==> src/hw/wesl_pkg.sv <==
package wesl_pkg;

	// ------------------------------------------------------------
	// register map, byte offsets from the runtime base
	// ------------------------------------------------------------
	localparam logic [2:0] OFF_SUMMARY = 3'h0;
	localparam logic [2:0] OFF_RSVD_ONE = 3'h1;
	localparam logic [2:0] OFF_GLOBAL_EN = 3'h2;
	localparam logic [2:0] OFF_RSVD_THREE = 3'h3;
	localparam logic [2:0] OFF_SRC_PERIPH = 3'h4;
	localparam logic [2:0] OFF_SRC_PINS_A = 3'h5;
	localparam logic [2:0] OFF_SRC_PINS_B = 3'h6;
	localparam int NUM_SRC_REGS = 3;
	localparam int WINDOW_BITS = 3;

	// ------------------------------------------------------------
	// field positions and reset values
	// ------------------------------------------------------------
	localparam int SUMMARY_FLAG_POS = 0;
	localparam int GLOBAL_EN_POS = 0;
	localparam int GROUPED_IRQ_POS = 3;
	localparam logic RST_SUMMARY_FLAG = 1'b0;
	localparam logic RST_GLOBAL_EN = 1'b0;
	localparam logic RST_WAKE_REQ_N = 1'b1;
	localparam logic [7:0] RST_SRC_STATUS = 8'h00;
	localparam logic [7:0] RST_READ_DATA = 8'h00;
	// bit 0 of the peripheral status register has no source
	localparam logic [23:0] SRC_IMPL_MASK = 24'hfffffe;

	// ------------------------------------------------------------
	// carriers
	// ------------------------------------------------------------
	typedef struct packed {
		logic [15:0] addr;
		logic wr;
		logic rd;
		logic [7:0] data;
	} wesl_io_req_t;

	// bit order per register: [7:0] peripherals, [15:8] pins a, [23:16] pins b
	typedef struct packed {
		logic [7:0] pinsB;
		logic [7:0] pinsA;
		logic [7:0] periph;
	} wesl_src_vec_t;

endpackage

==> src/hw/wesl_status_bank.sv <==
`timescale 1ns/1ps
module wesl_status_bank (
	// clock and standby reset
	input wire logic clock,
	input wire logic rst,
	// event and write-one-to-clear
	input wire logic [7:0] setVec,
	input wire logic [7:0] clrVec,
	// state
	output logic [7:0] statusQ
);
	import wesl_pkg::*;

	// ------------------------------------------------------------
	// sticky bits, set wins over a same-cycle clear
	// ------------------------------------------------------------
	always_ff @(posedge clock or posedge rst) begin
		if (rst) begin
			statusQ <= RST_SRC_STATUS;
		end else begin
			statusQ <= (statusQ & ~clrVec) | setVec;
		end
	end

	a_set_always: assert property (@(posedge clock) disable iff (rst)
		setVec != 8'h00 |=> (statusQ & $past(setVec)) == $past(setVec))
		else $error("event did not set its status bit");

	a_clear_one: assert property (@(posedge clock) disable iff (rst)
		1'b1 |=> (statusQ & ~$past(setVec) & $past(clrVec)) == 8'h00 &&
			(statusQ & ~$past(clrVec)) == (($past(statusQ) | $past(setVec)) & ~$past(clrVec)))
		else $error("write-one-to-clear misbehaved");

endmodule

==> src/hw/wesl_wake_logic.sv <==
`timescale 1ns/1ps
// Operation
// - summary flag sets whenever a wake request would be driven, ignoring global enable; here it sets only when an enabled source newly becomes pending
// - summary flag survives all resets except standby power-on reset
// - writing one clears summary flag and stops the request; zero does nothing
// - bits 7..1 of summary and enable, offsets 01 and 03 read zero
// - global enable bit gates the wake request; zero by default blocks it
// - global enable survives all resets except standby power-on reset
// - source status bit sets on its event regardless of any enable
// - peripheral status: bit0 reserved, ring2, ring1, keyboard, mouse, key, fan1, fan2
// - pins-a status holds gpio 10 to 17 in bits 0 to 7
// - pins-b status: gpio 20-22, grouped irq at bit 3, gpio 24-27
// - source status survives all resets except standby power-on reset
// - writing one clears a source status bit, zero leaves it
// - a source requests wake only with its enable, status and global enable set
// - registers decode at byte offsets from the programmed runtime base
module wesl_wake_logic (
	// clock and standby power-on reset
	input wire logic clock,
	input wire logic rst,
	// host i/o access
	input wire logic [15:0] runtimeBase,
	input wesl_pkg::wesl_io_req_t ioReq,
	output logic [7:0] ioRdData,
	// wake sources, level high while an event is raised
	input wire logic ringIndicatorSecond,
	input wire logic ringIndicatorFirst,
	input wire logic keyboardWake,
	input wire logic mouseWake,
	input wire logic specificKeyWake,
	input wire logic fanSpeedInputFirst,
	input wire logic fanSpeedInputSecond,
	input wire logic [7:0] gpioPinsLow,
	input wire logic [2:0] gpioPins2022,
	input wire logic groupedDeviceIrqStatus,
	input wire logic [3:0] gpioPins2427,
	// per-source enables held elsewhere
	input wesl_pkg::wesl_src_vec_t srcEnable,
	// wake request to the chipset
	output logic wakeRequestN
);
	import wesl_pkg::*;

	// ------------------------------------------------------------
	// address decode
	// ------------------------------------------------------------
	logic [15:0] offset;
	logic inWindow;
	logic [2:0] regSel;
	logic wrHit;
	logic rdHit;

	always_comb begin
		offset = ioReq.addr - runtimeBase;
		inWindow = (offset[15:WINDOW_BITS] == 13'h0000);
		regSel = offset[WINDOW_BITS-1:0];
		wrHit = ioReq.wr && inWindow;
		rdHit = ioReq.rd && inWindow;
	end

	// ------------------------------------------------------------
	// source status registers
	// ------------------------------------------------------------
	wesl_src_vec_t eventVec;
	logic [23:0] statusAll;
	logic [23:0] pendingPrev_q;
	logic [23:0] pendingVec;

	always_comb begin
		eventVec.periph = {fanSpeedInputSecond, fanSpeedInputFirst, specificKeyWake, mouseWake,
			keyboardWake, ringIndicatorFirst, ringIndicatorSecond, 1'b0};
		eventVec.pinsA = gpioPinsLow;
		eventVec.pinsB = {gpioPins2427, groupedDeviceIrqStatus, gpioPins2022};
	end

	generate
		for (genvar g = 0; g < NUM_SRC_REGS; g++) begin : gSrc
			logic [7:0] clrVec;
			always_comb begin
				clrVec = (wrHit && regSel == OFF_SRC_PERIPH + 3'(g)) ? ioReq.data : 8'h00;
			end
			wesl_status_bank uBank (
				.clock(clock),
				.rst(rst),
				.setVec(eventVec[g*8 +: 8] & SRC_IMPL_MASK[g*8 +: 8]),
				.clrVec(clrVec),
				.statusQ(statusAll[g*8 +: 8])
			);
		end
	endgenerate

	// ------------------------------------------------------------
	// summary flag and global enable
	// ------------------------------------------------------------
	logic summaryFlag_q;
	logic globalEnable_q;
	logic newPending;

	// flag fires on a fresh pending source, so a cleared flag stays quiet
	// until another event, even while older statuses remain set
	always_comb begin
		pendingVec = statusAll & srcEnable;
		newPending = |(pendingVec & ~pendingPrev_q);
	end

	always_ff @(posedge clock or posedge rst) begin
		if (rst) begin
			pendingPrev_q <= 24'h000000;
		end else begin
			pendingPrev_q <= pendingVec;
		end
	end

	always_ff @(posedge clock or posedge rst) begin
		if (rst) begin
			summaryFlag_q <= RST_SUMMARY_FLAG;
		end else if (newPending) begin
			summaryFlag_q <= 1'b1;
		end else if (wrHit && regSel == OFF_SUMMARY && ioReq.data[SUMMARY_FLAG_POS]) begin
			summaryFlag_q <= 1'b0;
		end
	end

	always_ff @(posedge clock or posedge rst) begin
		if (rst) begin
			globalEnable_q <= RST_GLOBAL_EN;
		end else if (wrHit && regSel == OFF_GLOBAL_EN) begin
			globalEnable_q <= ioReq.data[GLOBAL_EN_POS];
		end
	end

	// ------------------------------------------------------------
	// wake request output
	// ------------------------------------------------------------
	always_ff @(posedge clock or posedge rst) begin
		if (rst) begin
			wakeRequestN <= RST_WAKE_REQ_N;
		end else begin
			wakeRequestN <= ~(globalEnable_q && summaryFlag_q && |pendingVec);
		end
	end

	// ------------------------------------------------------------
	// read path
	// ------------------------------------------------------------
	logic [7:0] rdValue;

	always_comb begin
		case (regSel)
			OFF_SUMMARY: rdValue = {7'h00, summaryFlag_q};
			OFF_GLOBAL_EN: rdValue = {7'h00, globalEnable_q};
			OFF_SRC_PERIPH: rdValue = statusAll[7:0];
			OFF_SRC_PINS_A: rdValue = statusAll[15:8];
			OFF_SRC_PINS_B: rdValue = statusAll[23:16];
			default: rdValue = 8'h00;
		endcase
	end

	always_ff @(posedge clock or posedge rst) begin
		if (rst) begin
			ioRdData <= RST_READ_DATA;
		end else if (rdHit) begin
			ioRdData <= rdValue;
		end
	end

	// ------------------------------------------------------------
	// checks
	// ------------------------------------------------------------
	a_flag_on_pending: assert property (@(posedge clock) disable iff (rst)
		newPending |=> summaryFlag_q)
		else $error("summary flag missed a new pending source");

	a_flag_w1c: assert property (@(posedge clock) disable iff (rst)
		(wrHit && regSel == OFF_SUMMARY && ioReq.data[0] && !newPending) |=> !summaryFlag_q ##1 wakeRequestN)
		else $error("summary clear did not drop the request");

	a_flag_hold: assert property (@(posedge clock) disable iff (rst)
		(summaryFlag_q && !(wrHit && regSel == OFF_SUMMARY && ioReq.data[0])) |=> summaryFlag_q)
		else $error("summary flag lost without a clear");

	a_enable_gate: assert property (@(posedge clock) disable iff (rst)
		!globalEnable_q |=> wakeRequestN)
		else $error("request driven with global enable low");

	a_request_drive: assert property (@(posedge clock) disable iff (rst)
		(globalEnable_q && summaryFlag_q && pendingVec != 24'h000000) |=> !wakeRequestN)
		else $error("request not driven while pending");

	a_enable_write: assert property (@(posedge clock) disable iff (rst)
		(wrHit && regSel == OFF_GLOBAL_EN) |=> globalEnable_q == $past(ioReq.data[0]))
		else $error("global enable write lost");

	a_reserved_zero: assert property (@(posedge clock) disable iff (rst)
		(rdHit && (regSel == OFF_RSVD_ONE || regSel == OFF_RSVD_THREE)) |=> ioRdData == 8'h00)
		else $error("reserved offset read nonzero");

	a_summary_read: assert property (@(posedge clock) disable iff (rst)
		(rdHit && regSel == OFF_SUMMARY) |=> ioRdData == {7'h00, $past(summaryFlag_q)})
		else $error("summary read wrong");

	a_no_outside: assert property (@(posedge clock) disable iff (rst)
		(ioReq.wr && !inWindow) |=> $stable(globalEnable_q))
		else $error("write outside window changed state");

	a_idle_request: assert property (@(posedge clock) disable iff (rst)
		(pendingVec == 24'h000000) |=> wakeRequestN)
		else $error("request driven with nothing pending");

	a_enable_read: assert property (@(posedge clock) disable iff (rst)
		(rdHit && regSel == OFF_GLOBAL_EN) |=> ioRdData == {7'h00, $past(globalEnable_q)})
		else $error("global enable read wrong");

	a_source_read: assert property (@(posedge clock) disable iff (rst)
		(rdHit && regSel == OFF_SRC_PERIPH) |=> {16'h0000, ioRdData} == ($past(statusAll) & 24'h0000ff))
		else $error("peripheral status read wrong");

	a_read_hold: assert property (@(posedge clock) disable iff (rst)
		!rdHit |=> $stable(ioRdData))
		else $error("read data changed without a read hit");

	a_enable_hold: assert property (@(posedge clock) disable iff (rst)
		!(wrHit && regSel == OFF_GLOBAL_EN) |=> $stable(globalEnable_q))
		else $error("global enable changed without a write");

endmodule

==> config.mk <==
export PLATFORM = sky130hd
export DESIGN_NAME = wesl_wake_logic
export DESIGN_NICKNAME = d
export VERILOG_FILES = /design/src/hw/wesl_pkg.sv /design/src/hw/wesl_status_bank.sv /design/src/hw/wesl_wake_logic.sv
export SDC_FILE = /design/constraint.sdc
export NUM_CORES = 1
export LEC_CHECK = 0
export ABC_AREA = 0
export BUFFER_PORTS_ARGS = -buffer_cell sky130_fd_sc_hd__buf_2
export CORE_MARGIN = 4
export CORE_UTILIZATION = 35
export DETAILED_ROUTE_END_ITERATION = 8
export PLACE_DENSITY_LB_ADDON = 0.25
export SKIP_LAST_GASP = 1
export SLEW_MARGIN = 10
export SYNTH_ARGS = -nofsm -noshare
export SYNTH_HDL_FRONTEND = slang
export SYNTH_SLANG_ARGS = --single-unit
==> constraint.sdc <==
create_clock -name clock -period 2.2 [get_ports clock]
set_input_delay 0.11 -clock clock [delete_from_list [all_inputs] [get_ports clock]]
set_output_delay 0.11 -clock clock [all_outputs]
set_load 0.05 [all_outputs]
# ---- Word level (Yosys, flattened, before mapping)
# Cells that the tools add are included.
dict set report op_classes {
  addsub 1
  n_eq_ne 4
  muxes 6
  n_bitwise 13
  reduce_logical 15
}
# cell count
set ops {}
lappend ops {{AND 24 bit} 2}
lappend ops {{OR reduction 24 bit} 2}
lappend ops {{one-hot mux 8 bit (5 select lines)} 1}
lappend ops {{AND 8 bit} 3}
lappend ops {{2-to-1 mux 8 bit} 3}
lappend ops {{inverter 24 bit} 1}
lappend ops {{inverter 8 bit} 3}
lappend ops {{OR 8 bit} 3}
lappend ops {{subtractor 16 bit} 1}
lappend ops {{zero test 13 bit} 1}
lappend ops {{logical AND 1 bit} 10}
lappend ops {{equality test 3 bit (second input constant)} 3}
lappend ops {{equality test 3 x 2 -> 1 bit (second input constant)} 1}
lappend ops {{zero test 3 bit} 1}
lappend ops {{2-to-1 mux 1 bit} 2}
lappend ops {{nonzero test 2 bit} 1}
lappend ops {{inverter 1 bit} 1}
dict set report word_totals {
  reg_bits 59
  out_inout_bits 9
  word_cells 47
}

# ---- Logic depth before layout (Yosys ltp)
dict set report depth {
  ltp_word 8
  ltp_mapped 11
  depth_no_buf 11
}

# ---- Hierarchy
# From an unflattened synthesis, not the netlist that was laid out.
dict set report hier_totals {
  hier_cells 437
  area_unflattened_um2 3736.1
}
# mod instances cells_per_inst area_each_um2 seq_area_each_um2
set modules_own_cells {}
lappend modules_own_cells {wesl_wake_logic 1 362 2854.0 877.1}
lappend modules_own_cells {wesl_status_bank 3 25 294.0 200.2}

# ---- Worst setup path before layout
# No wires, ideal clock.
dict set report synth_path {
  kind {input-to-reg}
  start {in runtimeBase[4]}
  end {reg ioRdData[0]}
  setup_time_ns 0.125
  t_arrival_ns 2.878
  t_required_ns 2.075
  slack_ns -0.803
  cell_stages 11
  path_buffers 1
  cell_sequence {inv_1 -> ha_1 -> clkbuf_2 -> a21o_1 -> a31oi_4 -> a21oi_2 -> o211a_1 -> or3_1 -> a2111o_4 -> a211oi_4 -> mux2_2}
}
dict set report synth_between {
  elab_chain_cells 3
}
# item line_no
set synth_lines {}
lappend synth_lines {{from (decl)} wesl_wake_logic.sv:22} ;# input wire logic [15:0] runtimeBase,
lappend synth_lines {{subtractor 16 bit} wesl_wake_logic.sv:54} ;# offset = ioReq.addr - runtimeBase;
lappend synth_lines {{zero test 13 bit} wesl_wake_logic.sv:55} ;# inWindow = (offset[15:WINDOW_BITS] == 13'h0000);
lappend synth_lines {{logical AND 1 bit} wesl_wake_logic.sv:58} ;# rdHit = ioReq.rd && inWindow;
lappend synth_lines {{to (signal assigned)} wesl_wake_logic.sv:163} ;# ioRdData <= rdValue;
lappend synth_lines {{to (decl)} wesl_wake_logic.sv:24} ;# output logic [7:0] ioRdData,
# No other way between the ends.
# A chain may end at the register's enable or synchronous reset.

# ---- Final worst setup path
dict set report layout_path {
  start {in ioReq[10] (netlist name)}
  end {reg ioRdData[5]}
}
dict set report layout_between {
  elab_chain_cells 3
  elab_cells_between_ends 9
  cone_classes {add/sub: 1; eq/ne: 4; mux: 1; reduce/logical: 3}
}
# item line_no
set layout_lines {}
lappend layout_lines {{from (decl)} wesl_wake_logic.sv:23} ;# input wesl_pkg::wesl_io_req_t ioReq,
lappend layout_lines {{subtractor 16 bit *} wesl_wake_logic.sv:54}
lappend layout_lines {{equality test 3 bit (tied with other cells)} wesl_wake_logic.sv:149} ;# case (regSel)
lappend layout_lines {{one-hot mux 8 bit (5 select lines) or logical AND 1 bit (tied branches)} {wesl_wake_logic.sv:149, wesl_wake_logic.sv:58}}
# Every way passes the cells marked *; elsewhere a longest branch is shown, timed or not.

==> flow_metrics.py <==
metrics = {
    "die": {
        "die_w_um": 110.3,
        "dieArea_mm2": 0.01217,
        "coreArea_mm2": 0.01028,
        "initial_utilization_pct": 35.65,
        "placementRows": 37,
        "die-height_um": 110.3,
        "num_io_pins": 100,
    },
    "grt": {
        "grt_pass1_wl_um": 18110,
        "grt_remaining_overflow": 0,
        "grt_pass1_vias": 3723,
        "grt_use_total_pct": 19.20,
        "grt_max_degree": 60,
        "antenna_found_initial": 0,
    },
    "setup_path": {
        "required_ns": 2.42,
        "rr_worst_depth": 4,
        "crit_path_start_kind": "input pin",
        "crit_type": "input pin to flip-flop",
        "endpoint_kind": "flip-flop",
        "crit_fanout": 8,
        "r2r_start": "gSrc[0].uBank.statusQ[2]$_DFF_PP0_",
        "crit_start": "ioReq[10]",
        "critPathArrivalTime_ns": 2.75,
    },
    "yosys": {
        "yosys_warnings": 0,
        "synthMuxAreaShare_pct": 6.592,
        "synth_cells": 424,
        "synth_edf_count": 0,
        "synth_cell_types": 49,
        "synth-xor-area-share_pct": 1.673,
        "synth_area_leaders": "dfrtp_1 40%, nor2_1 6.8%, nand2_1 5.2%, mux2_2 5.2%, ha_1 5.1%",
        "synth_seq_cells": 59,
        "avgSynthCellArea_um2": 8.640,
        "syn_nets": 531,
        "ys_seq_area_share_pct": 40.33,
        "synth_simple_gate_area_share_pct": 17.66,
        "synthFlopType": "dfrtp_1",
        "synth.top_cell.area_share_pct": 39.62,
        "synth.cell_area_mm2": 0.003664,
        "synth_compound_area_share_pct": 21.79,
        "synth_fa_ha_area_share_pct": 5.669,
        "synth_top_family_by_area": "compound AO/OA/AOI/OAI gates",
        "synth_async_sr_flop_share_pct": 100.0,
        "yosysTopAreaCell": "dfrtp_1",
    },
    "final_layout": {
        "fillers": 996,
        "drive_gt1_share_pct": 41.58,
        "final_common_cell": "buf_2",
        "diodes": 0,
        "ff_latch_area_mm2": 0.001478,
        "multi_input_area_mm2": 0.002182,
        "synthToLayoutAreaGrowth_pct": 44.54,
        "num-nets-final": 696,
        "layout.cells.most_common_list": "95 x buf_2, 66 x nor2_1, 59 x buf_4",
        "final_cells": 730,
    },
    "drt": {
        "wirelength_um": 11130,
        "antenna_left": 0,
        "drc": 0,
        "dr.pass1.iters": 4,
        "vias": 3652,
        "viasPerCell": 5.003,
        "post_drt_wl_per_cell_um": 15.24,
        "drt-initial-drc-count": 194,
    },
    "clock_network": {
        "clock_path_buffers": 2,
        "cts.sink_count": 59,
        "cts_buffers": 9,
        "clock-root-buffer": "clkbuf_8",
        "cts_tree": "yes",
        "ctsHtreeMaxLevel": 3,
        "cts.clk_slew.worst_paths_ns": 0.07,
        "clock_latency_ns": 0.34,
    },
    "sta": {
        "layout_setup_ws_ns": -0.3304,
        "final.min_clock_period_ns": 2.530,
        "drv_slew": 0,
        "hold_viol_final": 0,
        "fin_crit_sh_pct": 115.0,
        "relSlewSlack_pct": 49.93,
        "rsz0062_at_grt": "yes",
        "tightest_slew_ns": 0.7510,
        "max_freq_ghz": 0.3952,
        "final.setup_skew_ns": 0.01200,
        "setup_viol": 34,
    },
    "power_and_ir_drop": {
        "power_switching_mw": 0.9017,
        "power_leakage_nw": 2.544,
        "p_int_mw": 2.011,
        "seqPwrFrac_pct": 38.3,
        "combPwrFrac_pct": 28.1,
        "irDropWorstVdd_v": 0.0004163,
        "p_sw_share_pct": 30.96,
        "clockPowerShare_pct": 33.7,
        "power_density_mw_per_mm2": 550.0,
    },
    "placed_design": {
        "place_congestion": 0.8569,
        "pre_cts_slack_ns": -0.7723,
        "port_buffers": 99,
        "dpl.cell_count": 710,
        "place_hpwl_um": 8757,
    },
    "outcome": {
        "status": "finished, violations left",
        "violations": "setup timing",
    },
    "hold_path": {
        "hp-start": "srcEnable[23]",
        "hp-class": "input pin to flip-flop",
        "hold_path_depth": 3,
    },
    "run": {
        "drv_cap": 0,
    },
}
[state kept, by name, summed over array words and instances, names as in the netlist]
signal and flops:
gSrc.uBank.statusQ 24, pendingPrev_q 24, ioRdData 8, globalEnable_q 1, summaryFlag_q 1, wakeRequestN 1
[final timing paths]
path	end	slack [ns]
min in group asynchronous	gSrc[1].uBank.statusQ[6]$_DFF_PP0_	0.51
worst min-delay path	pendingPrev_q[23]$_DFF_PP0_	0.02
worst max register to register	wakeRequestN$_DFF_PP1_	0.37
max in group asynchronous	ioRdData[5]$_DFFE_PP0P_	1.18
worst min register to register	ioRdData[5]$_DFFE_PP0P_	0.51
worst max-delay path	ioRdData[5]$_DFFE_PP0P_	-0.33
[cell usage after synthesis, types with 3 or more instances]
master and n:
a2111oi_4 3, a211oi_1 6, a21o_1 10, a21oi_1 36, a22oi_1 3, a31oi_1 4, clkbuf_1 12, dfrtp_1 58
ha_1 15, inv_1 48, mux2_2 17, mux2i_1 5, nand2_1 51, nand3_1 10, nand4_1 12, nor2_1 66
nor2b_1 5, o21ai_0 12, o22ai_1 10, xnor2_1 5
[power groups by stage]
stage                     clock network, mW  logic (mW)  registers [mW]
after global placement                    0       0.757            1.13
after floorplan                           0       0.417            1.14
after CTS                             0.990       0.807            1.11
after detailed placement                  0       0.762            1.14
final                                 0.980       0.818            1.11
after global routing                   1.04       0.906            1.12
[critical path, stage by stage]
cell and delay, ns:
buf_6 0.07, inv_4 0.03, ha_4 0.15, fa_2 0.41, nor2b_4 0.15, o2111ai_2 0.16
a21o_1 0.25, mux2i_1 0.14, a2111o_4 0.52, a211oi_4 0.24, buf_12 0.17, mux2_2 0.33
[per-layer routing]
metal	share of wire (%)	track usage [%]	vias up
met1	47	25.91	1734
met5	0	0	-
met2	46	31.50	97
met4	1.5	4.925	0
met3	5.6	3.960	13
li1	-	-	1808
[what timing repair did]
item	4_1_cts	5_1_grt
setup buffers	1	0
hold buffers	3	0
endpoints found under the hold margin	28	0
gates resized for setup	33	22
pin swaps	8	3
endpoints found under the setup margin	34	34
[logic make-up (layout without fill, tap and decap cells)]
kind of cell               Yosys count  after routing
AOI/OAI and AO/OA                  107            107
DFF                                 59             59
buffers and inverters               61            231
adders and majority gates           16             16
xor gates and xnor gates             7              7
and+or+nand+nor                    152            152
muxes                               22             22
[through the flow]
| stage | hold slack (ns) | cell area [um2] | setup TNS, ns | util [%] | power, mW |
|---|---|---|---|---|---|
| floorplan | 0.2099 | 3716 | -15.03 | - | 1.552 |
| global placement | 0.3522 | 4828 | -22.24 | 46.98 | 1.891 |
| detailed placement | 0.3567 | 4828 | -23.79 | 46.98 | 1.898 |
| CTS | 0.001605 | 5210 | -7.991 | 50.69 | 2.912 |
| global route | 0.01305 | 5295 | -11.14 | 51.52 | 3.063 |
| finish | 0.01568 | 5295 | -8.129 | 51.52 | 2.912 |
[area by class of cell]
class	instances	share of cell area [%]
Tap cell	136	3.214
Multi-Input combinational cell	304	41.21
Sequential cell	59	27.91
Inverter	48	3.686
Timing Repair Buffer	167	20.37
Clock inverter	7	1.276
Clock buffer	9	2.339
(Power assumes the default switching activity.)
